## config.mk

```make
export PLATFORM = sky130hd
export DESIGN_NAME = i2c_register_slave
export DESIGN_NICKNAME = d
export VERILOG_FILES = /design/src/rtl/i2c_slave_pkg.sv /design/src/rtl/line_filter.sv /design/src/rtl/i2c_register_slave.sv
export VERILOG_INCLUDE_DIRS = /design/src /design/src/rtl
export SDC_FILE = /design/constraint.sdc
export NUM_CORES = 1
export LEC_CHECK = 0
export BUFFER_PORTS_ARGS = -buffer_cell sky130_fd_sc_hd__buf_4
export CAP_MARGIN = 20
export CORE_MARGIN = 3
export CORE_UTILIZATION = 56
export CTS_CLUSTER_DIAMETER = 30
export DETAILED_ROUTE_END_ITERATION = 8
export HOLD_SLACK_MARGIN = 0.1
export PLACE_DENSITY = 0.7
export SLEW_MARGIN = 20
export SYNTH_ARGS = -nofsm -noshare
export SYNTH_HDL_FRONTEND = slang
export SYNTH_SLANG_ARGS = --single-unit
```

## constraint.sdc

```tcl
create_clock -name clk_i -period 3.1 [get_ports clk_i]
set_clock_uncertainty 0.2 [all_clocks]
set_input_delay 0 -clock clk_i [delete_from_list [all_inputs] [get_ports clk_i]]
set_output_delay 0 -clock clk_i [all_outputs]
set_load 0.02 [all_outputs]
```

## src/rtl/i2c_slave_defines.svh

```systemverilog
// Constants for the two-wire register slave
`ifndef I2C_SLAVE_DEFINES_SVH
`define I2C_SLAVE_DEFINES_SVH
`define ADDR_BASE_SEL0      7'h44
`define ADDR_BASE_SEL1      7'h45
`define SOFT_RESET_OFFSET   8'h1F
`define POINTER_RESET       8'h00
`define REG_RESET_VALUE     8'h00
`define FILTER_LEN          3
`define MAX_BIT_RATE_KBPS   100
`endif

```

## src/rtl/i2c_slave_pkg.sv

```systemverilog
// Types for the two-wire register slave
package i2c_slave_pkg;
  typedef enum logic [2:0] {
    ST_IDLE,
    ST_ADDR,
    ST_ADDR_ACK,
    ST_WRITE,
    ST_WRITE_ACK,
    ST_READ,
    ST_READ_ACK
  } phase_type;

  typedef struct packed {
    logic scl;
    logic sda;
  } bus_lines_type;

  typedef struct packed {
    logic       we;
    logic [7:0] addr;
    logic [7:0] data;
  } reg_write_type;
endpackage : i2c_slave_pkg

```

## src/rtl/line_filter.sv

```systemverilog
// Synchroniser and glitch filter for one bus line, following only when all LEN samples agree
`timescale 1ns/10ps
`default_nettype none
`include "i2c_slave_defines.svh"
module line_filter #(
  parameter int LEN = `FILTER_LEN
) (
  input  wire logic clk_i,
  input  wire logic rst_n_i,
  input  wire logic line_i,
  output logic      line_o
);
  logic           meta_r;
  logic           sync_r;
  logic [LEN-1:0] hist_r;

  initial
  begin
    if (LEN < 2 || LEN > 8)
      $error("line_filter: LEN out of range");
  end

  always_ff @(posedge clk_i)
  begin
    if (!rst_n_i)
    begin
      meta_r <= 1'b1;
      sync_r <= 1'b1;
    end
    else
    begin
      meta_r <= line_i;
      sync_r <= meta_r;
    end
  end

  always_ff @(posedge clk_i)
  begin
    if (!rst_n_i)
      hist_r <= '1;
    else
      hist_r <= {hist_r[LEN-2:0], sync_r};
  end

  // Output changes only once the line has been steady for LEN samples
  always_ff @(posedge clk_i)
  begin
    if (!rst_n_i)
      line_o <= 1'b1;
    else if (&hist_r)
      line_o <= 1'b1;
    else if (~|hist_r)
      line_o <= 1'b0;
  end
endmodule : line_filter
`default_nettype wire

```

## src/rtl/i2c_register_slave.sv

```systemverilog
// Two-wire register slave reaching the control register file
`timescale 1ns/10ps
`default_nettype none
`include "i2c_slave_defines.svh"
module i2c_register_slave #(
  parameter int NUM_REGS = 32
) (
  input  wire logic clk_i,
  input  wire logic rst_n_i,
  input  wire logic scl_i,
  input  wire logic sda_i,
  input  wire logic slave_address_select_pin_i,
  output logic      sda_o,
  output logic      sda_oe_o,
  output logic      soft_reset_o,
  output logic      reg_we_o,
  output logic [7:0] reg_addr_o,
  output logic [7:0] reg_wdata_o
);
  ////////////////////////////////////////////////////////////////////////
  // Line conditioning and event detection

  i2c_slave_pkg::bus_lines_type   lines;
  i2c_slave_pkg::bus_lines_type   lines_d_r;
  i2c_slave_pkg::phase_type       phase_r;
  i2c_slave_pkg::reg_write_type   wr_r;
  logic                           sel_meta_r;
  logic                           sel_r;
  logic [7:0]                     regs_r [NUM_REGS];
  logic [7:0]                     shift_r;
  logic [2:0]                     bit_cnt_r;
  logic [7:0]                     pointer_r;
  logic                           first_byte_r;
  logic                           drive_low_r;
  logic                           byte_rx_r;
  logic                           scl_rise;
  logic                           scl_fall;
  logic                           start_det;
  logic                           stop_det;
  logic [7:0]                     read_byte;
  logic                           addr_match;
  logic                           read_fetch;

  initial
  begin
    if (NUM_REGS < 32 || NUM_REGS > 256)
      $error("i2c_register_slave: NUM_REGS out of range");
  end

  line_filter u_scl_filter (
    .clk_i   (clk_i),
    .rst_n_i (rst_n_i),
    .line_i  (scl_i),
    .line_o  (lines.scl)
  );

  line_filter u_sda_filter (
    .clk_i   (clk_i),
    .rst_n_i (rst_n_i),
    .line_i  (sda_i),
    .line_o  (lines.sda)
  );

  always_ff @(posedge clk_i)
  begin
    if (!rst_n_i)
      lines_d_r <= '1;
    else
      lines_d_r <= lines;
  end

  always_ff @(posedge clk_i)
  begin
    if (!rst_n_i)
    begin
      sel_meta_r <= 1'b0;
      sel_r      <= 1'b0;
    end
    else
    begin
      sel_meta_r <= slave_address_select_pin_i;
      sel_r      <= sel_meta_r;
    end
  end

  assign scl_rise  = lines.scl & ~lines_d_r.scl;
  assign scl_fall  = ~lines.scl & lines_d_r.scl;
  // Data moves while clock high mark frame boundaries
  assign start_det = lines.scl & lines_d_r.scl & lines_d_r.sda
                     & ~lines.sda;
  assign stop_det  = lines.scl & lines_d_r.scl & ~lines_d_r.sda
                     & lines.sda;

  // Soft reset location has no storage and reads as zero
  assign read_byte = (pointer_r == `SOFT_RESET_OFFSET ||
                      {1'b0, pointer_r} >= 9'(NUM_REGS)) ? 8'h00
                     : regs_r[pointer_r[$clog2(NUM_REGS)-1:0]];

  assign addr_match = shift_r[7:1] == (sel_r ? `ADDR_BASE_SEL1
                                              : `ADDR_BASE_SEL0);

  // Each byte fetched for a read moves the pointer on
  assign read_fetch = scl_fall &&
                      (phase_r == i2c_slave_pkg::ST_READ_ACK ||
                       (phase_r == i2c_slave_pkg::ST_ADDR_ACK &&
                        shift_r[0]));

  ////////////////////////////////////////////////////////////////////////
  // Protocol sequencer

  always_ff @(posedge clk_i)
  begin
    if (!rst_n_i)
    begin
      phase_r      <= i2c_slave_pkg::ST_IDLE;
      bit_cnt_r    <= 3'h0;
      shift_r      <= 8'h00;
      first_byte_r <= 1'b0;
    end
    else if (stop_det)
      phase_r <= i2c_slave_pkg::ST_IDLE;
    else if (start_det)
    begin
      phase_r   <= i2c_slave_pkg::ST_ADDR;
      bit_cnt_r <= 3'h0;
    end
    else
    begin
      unique case (phase_r)
        i2c_slave_pkg::ST_IDLE:
          bit_cnt_r <= 3'h0;
        i2c_slave_pkg::ST_ADDR, i2c_slave_pkg::ST_WRITE:
        begin
          if (scl_rise)
          begin
            shift_r   <= {shift_r[6:0], lines.sda};
            bit_cnt_r <= bit_cnt_r + 3'h1;
          end
          // Eighth bit done: acknowledge or drop the frame
          if (scl_fall && byte_rx_r)
          begin
            if (phase_r == i2c_slave_pkg::ST_WRITE)
              phase_r <= i2c_slave_pkg::ST_WRITE_ACK;
            else if (addr_match)
              phase_r <= i2c_slave_pkg::ST_ADDR_ACK;
            else
              phase_r <= i2c_slave_pkg::ST_IDLE;
          end
        end
        i2c_slave_pkg::ST_ADDR_ACK:
          if (scl_fall)
          begin
            first_byte_r <= 1'b1;
            if (shift_r[0])
            begin
              phase_r <= i2c_slave_pkg::ST_READ;
              shift_r <= read_byte;
            end
            else
              phase_r <= i2c_slave_pkg::ST_WRITE;
          end
        i2c_slave_pkg::ST_WRITE_ACK:
          if (scl_fall)
          begin
            first_byte_r <= 1'b0;
            phase_r      <= i2c_slave_pkg::ST_WRITE;
          end
        i2c_slave_pkg::ST_READ:
        begin
          if (scl_fall)
          begin
            shift_r   <= {shift_r[6:0], 1'b0};
            bit_cnt_r <= bit_cnt_r + 3'h1;
            if (bit_cnt_r == 3'h7)
              phase_r <= i2c_slave_pkg::ST_READ_ACK;
          end
        end
        // Acknowledge sampled on the rise, next byte loaded on the fall
        i2c_slave_pkg::ST_READ_ACK:
          if (scl_rise && lines.sda)
            phase_r <= i2c_slave_pkg::ST_IDLE;
          else if (scl_fall)
          begin
            phase_r <= i2c_slave_pkg::ST_READ;
            shift_r <= read_byte;
          end
      endcase
    end
  end

  ////////////////////////////////////////////////////////////////////////
  // Acknowledge and data drive, changed only after clock falls

  always_ff @(posedge clk_i)
  begin
    if (!rst_n_i || stop_det || start_det)
      drive_low_r <= 1'b0;
    else if (scl_fall)
    begin
      unique case (phase_r)
        i2c_slave_pkg::ST_ADDR:
          drive_low_r <= byte_rx_r & addr_match;
        i2c_slave_pkg::ST_WRITE:
          drive_low_r <= byte_rx_r;
        i2c_slave_pkg::ST_ADDR_ACK:
          drive_low_r <= shift_r[0] & ~read_byte[7];
        i2c_slave_pkg::ST_READ:
          drive_low_r <= bit_cnt_r != 3'h7 & ~shift_r[6];
        i2c_slave_pkg::ST_READ_ACK:
          drive_low_r <= ~read_byte[7];
        i2c_slave_pkg::ST_WRITE_ACK,
        i2c_slave_pkg::ST_IDLE:
          drive_low_r <= 1'b0;
      endcase
    end
  end

  // Eighth clock rise of a byte seen; cleared as that bit ends
  always_ff @(posedge clk_i)
  begin
    if (!rst_n_i || stop_det || start_det)
      byte_rx_r <= 1'b0;
    else if (scl_rise && bit_cnt_r == 3'h7 &&
             (phase_r == i2c_slave_pkg::ST_ADDR ||
              phase_r == i2c_slave_pkg::ST_WRITE))
      byte_rx_r <= 1'b1;
    else if (scl_fall)
      byte_rx_r <= 1'b0;
  end

  // Pin drive follows the decision taken just after clock falls
  always_ff @(posedge clk_i)
  begin
    if (!rst_n_i)
    begin
      sda_o    <= 1'b0;
      sda_oe_o <= 1'b0;
    end
    else
    begin
      sda_o    <= 1'b0;
      sda_oe_o <= drive_low_r;
    end
  end

  ////////////////////////////////////////////////////////////////////////
  // Pointer, register file and soft reset

  always_ff @(posedge clk_i)
  begin
    if (!rst_n_i)
      pointer_r <= `POINTER_RESET;
    else if (phase_r == i2c_slave_pkg::ST_WRITE_ACK && scl_fall)
      pointer_r <= first_byte_r ? shift_r : pointer_r + 8'h01;
    else if (read_fetch)
      pointer_r <= pointer_r + 8'h01;
  end

  always_ff @(posedge clk_i)
  begin
    if (!rst_n_i)
      wr_r <= '0;
    else
    begin
      wr_r.we <= phase_r == i2c_slave_pkg::ST_WRITE_ACK && scl_fall
                 && !first_byte_r;
      // Subaddress byte leaves the write port untouched
      if (phase_r == i2c_slave_pkg::ST_WRITE_ACK && scl_fall &&
          !first_byte_r)
      begin
        wr_r.addr <= pointer_r;
        wr_r.data <= shift_r;
      end
    end
  end

  generate
    for (genvar i = 0; i < NUM_REGS; i++)
    begin : g_reg
      always_ff @(posedge clk_i)
      begin
        if (!rst_n_i ||
            (wr_r.we && wr_r.addr == `SOFT_RESET_OFFSET))
          regs_r[i] <= `REG_RESET_VALUE;
        else if (wr_r.we && wr_r.addr == 8'(i))
          regs_r[i] <= wr_r.data;
      end
    end
  endgenerate

  always_ff @(posedge clk_i)
  begin
    if (!rst_n_i)
    begin
      soft_reset_o <= 1'b0;
      reg_we_o     <= 1'b0;
      reg_addr_o   <= 8'h00;
      reg_wdata_o  <= 8'h00;
    end
    else
    begin
      soft_reset_o <= wr_r.we && wr_r.addr == `SOFT_RESET_OFFSET;
      reg_we_o     <= wr_r.we;
      reg_addr_o   <= wr_r.addr;
      reg_wdata_o  <= wr_r.data;
    end
  end
endmodule : i2c_register_slave
`default_nettype wire

```

==> out/results.tsv <==
metric	value	unit
status	finished clean	
Hold Startpoint	u_scl_filter.sync_r	
CP arrival	3.09	ns
Fill cells	1771	
Syn Area/Cell	13.3	um^2
Max stage delay cell, worst path	dfxtp_2	
FP Rows	59	
Seq/Total Area, Yosys	60.9	%
area of the core	26500	um^2
DRC viols	0	
Tightest Hold Check Type	register to register	
slew at the pin closest to its max-slew limit	0.862	ns
FF-to-FF End	drive_low_r	
Flop pwr share	39.6	%
CTS tree	built	
layout cells sized above 1	23.1	%
Initial Util	57.8	%
die area	29400	um^2
first-pass GRT wire length	59.3	mm
Routed Wire Length	38.4	mm
Power Total	12.8	mW
Post-synth EDFFs	256	
Die X	171	um
Synth top cells by count	268 x and2_1, 256 x edfxtp_1, 82 x dfxtp_1	
final setup fails	0	
average vias per placed instance	6.07	
area grow syn2layout	21.4	%
reg2reg setup slack	0.23	ns
Final Critical Period	2.87	ns
Reg area	9340	um^2
Nets	1265	
initial antenna violation count	0	
multi-input logic area	5640	um^2
post-synth top area cell	edfxtp_1	
total track usage	27.0	%
Leakage	6.63	nW
total of max-cap violations	0	
Pint	10.2	mW
Vias	9973	
TritonRoute pass-1 iters	5	
ys flop type	edfxtp_1	
H-Tree Depth	3	
combinational power share	1.8	%
Root Buffer	clkbuf_16	
Cell Chain, Critical Path	inv_1 -> a2111oi_1 -> buf_4 -> a311o_1 -> a31oi_1	
asr flop ratio synth	0	%
reg2reg path depth	5	
critical path's largest stage delay	0.86	ns
gr ovfl total	0	
Skew-Pair Late Insertion Delay	0.55	ns
diode count	0	
area share of the largest cell type after synthesis	50.2	%
clk sinks	338	
Max rail drop VDD	370	uV
endpoints failing hold	0	
relative slew slack	42.5	%
Hold WS	0.202	ns
Slew Viols, Final	0	
initial DRC count	1243	
Mapped Area	15300	um^2
switching fraction of total power	20.4	%
crit end category	register	
Hold Crit Endpoint	u_scl_filter.hist_r[0]	
clock power share	58.6	%
fin crit share	92.5	%
Final GP Congestion	0.890	
Max Fanout on Critical Path	29	
RSZ-0062 raised after global routing	false	
crit path kind	register to register	
CTS buffer count	70	
f_max	0.349	GHz
routed len/inst	23.4	um
Reg clk slew, reported paths	0.05	ns
vias in the first global route	9896	
top-level port count	25	
DP HPWL	24.7	mm
Min-Delay Path Depth	1	
post-synth cell types	61	
Post-Syn Instances	1155	
number of port buffers	23	
antenna viol nets, final	0	
largest net degree at the start of global routing	44	
pwr/cell area	686	nW/um^2
clk buf depth	3	
Synth Register Bits	338	
most common cell in the synthesized netlist	and2_1	
Critical Path RT	3.32	ns
Die H	171	um
Startpoint Class	register	
Synth area leaders	edfxtp_1 50%, and2_1 11%, dfxtp_1 11%	
switching power	2.60	mW
setup TNS	0	ns
Syn. warnings	0	
## per-layer routing
metal / vias to the layer above / track usage (%) / wire length [um]
li1: 4420 / - / -
met1: 4996 / 37.6 / 16000
met2: 471 / 42.9 / 18300
met3: 86 / 5.81 / 3040
met4: 0 / 9.17 / 1060
met5: - / 0 / 0
## state kept, by name, indices dropped and copies added, names as in the netlist, 2 cells and up, named ones only
register	flops
shift_r	8
wr_r	17
lines_d_r	2
regs_r	256
reg_wdata_o	8
phase_r	3
reg_addr_o	8
u_scl_filter.hist_r	3
u_sda_filter.hist_r	3
bit_cnt_r	3
pointer_r	8
## power by group through the flow
stage          logic [mW]  clock network (mW)  registers, mW
3_5_place_dp        0.215                   0           5.13
5_1_grt             0.243                7.79           5.05
6_report            0.227                7.48           5.05
4_1_cts             0.227                7.55           5.05
2_1_floorplan       0.126                   0           5.10
3_3_place_gp        0.211                   0           5.12
## cell usage in the layout, fill, tap and decap left out, types with 12 or more instances in the layout
cell type / instances
a21oi_1: 24
and2_1: 268
buf_4: 87
clkbuf_16: 73
dfxtp_1: 75
edfxtp_1: 256
inv_1: 12
mux2i_1: 26
mux4_2: 60
nand2_1: 57
nand2b_1: 26
nand3_1: 12
nor2_1: 65
o21ai_0: 47
## area by class of cell
cell class	instances	area share, %
Timing Repair Buffer	98	4.16
Tap cell	335	2.25
Clock buffer	85	10.3
Sequential cell	338	50.2
Inverter	12	0.242
Multi-Input combinational cell	736	30.3
Clock inverter	40	2.58
## metrics by stage
| stage | cells | setup slack, ns | area [um^2] | utilization [%] |
|---|---|---|---|---|
| floorplan | 1163 | 0.709 | 15400 | - |
| CTS | 1644 | 0.205 | 18600 | 70.2 |
| global placement | 1509 | 0.319 | 16100 | 60.8 |
| detailed placement | 1509 | 0.256 | 16100 | 60.8 |
| global route | 1644 | 0.187 | 18600 | 70.2 |
| finish | 1644 | 0.233 | 18600 | 70.2 |
## critical path, delay by kind of cell (launching register included)
| family | cells | cell delay, ns |
|---|---|---|
| buffers and inverters | 2 | 0.57 |
| AOI/OAI and AO/OA | 3 | 1.10 |
| DFF | 1 | 0.86 |
## logic make-up (layout without fill, tap and decap cells)
| kind of cell | count (synthesis) | after routing | synth area share [%] |
|---|---|---|---|
| XOR/XNOR | 2 | 2 | 0.114 |
| adder cells (fa/ha/maj) | 4 | 4 | 0.327 |
| multiplexers | 100 | 100 | 12.0 |
| buffers and inverters | 89 | 235 | 2.62 |
| AO/OA/AOI/OAI | 129 | 129 | 5.14 |
| other | 1 | 9 | 0.0245 |
| flip-flops | 338 | 338 | 60.9 |
| AND/OR/NAND/NOR | 492 | 492 | 18.9 |
## worst max-delay path by stage
stage                          endpoint  slack, ns  depth (start not counted)
after floorplan           regs_r[28][0]       0.71                          3
after global placement      drive_low_r       0.32                          6
after detailed placement    drive_low_r       0.26                          6
after CTS                   drive_low_r       0.21                          5
after global routing        drive_low_r       0.19                          5
final                       drive_low_r       0.23                          5
## timing repair
| item | in CTS | in global routing |
|---|---|---|
| buffers inserted | 0 | 0 |
| resized for setup | 0 | 2 |
| hold endpoints to repair | 162 | 0 |
| endpoints found under the setup margin | 0 | 1 |
| hold buffers | 10 | 0 |
Power figures use the tool's default switching activity.
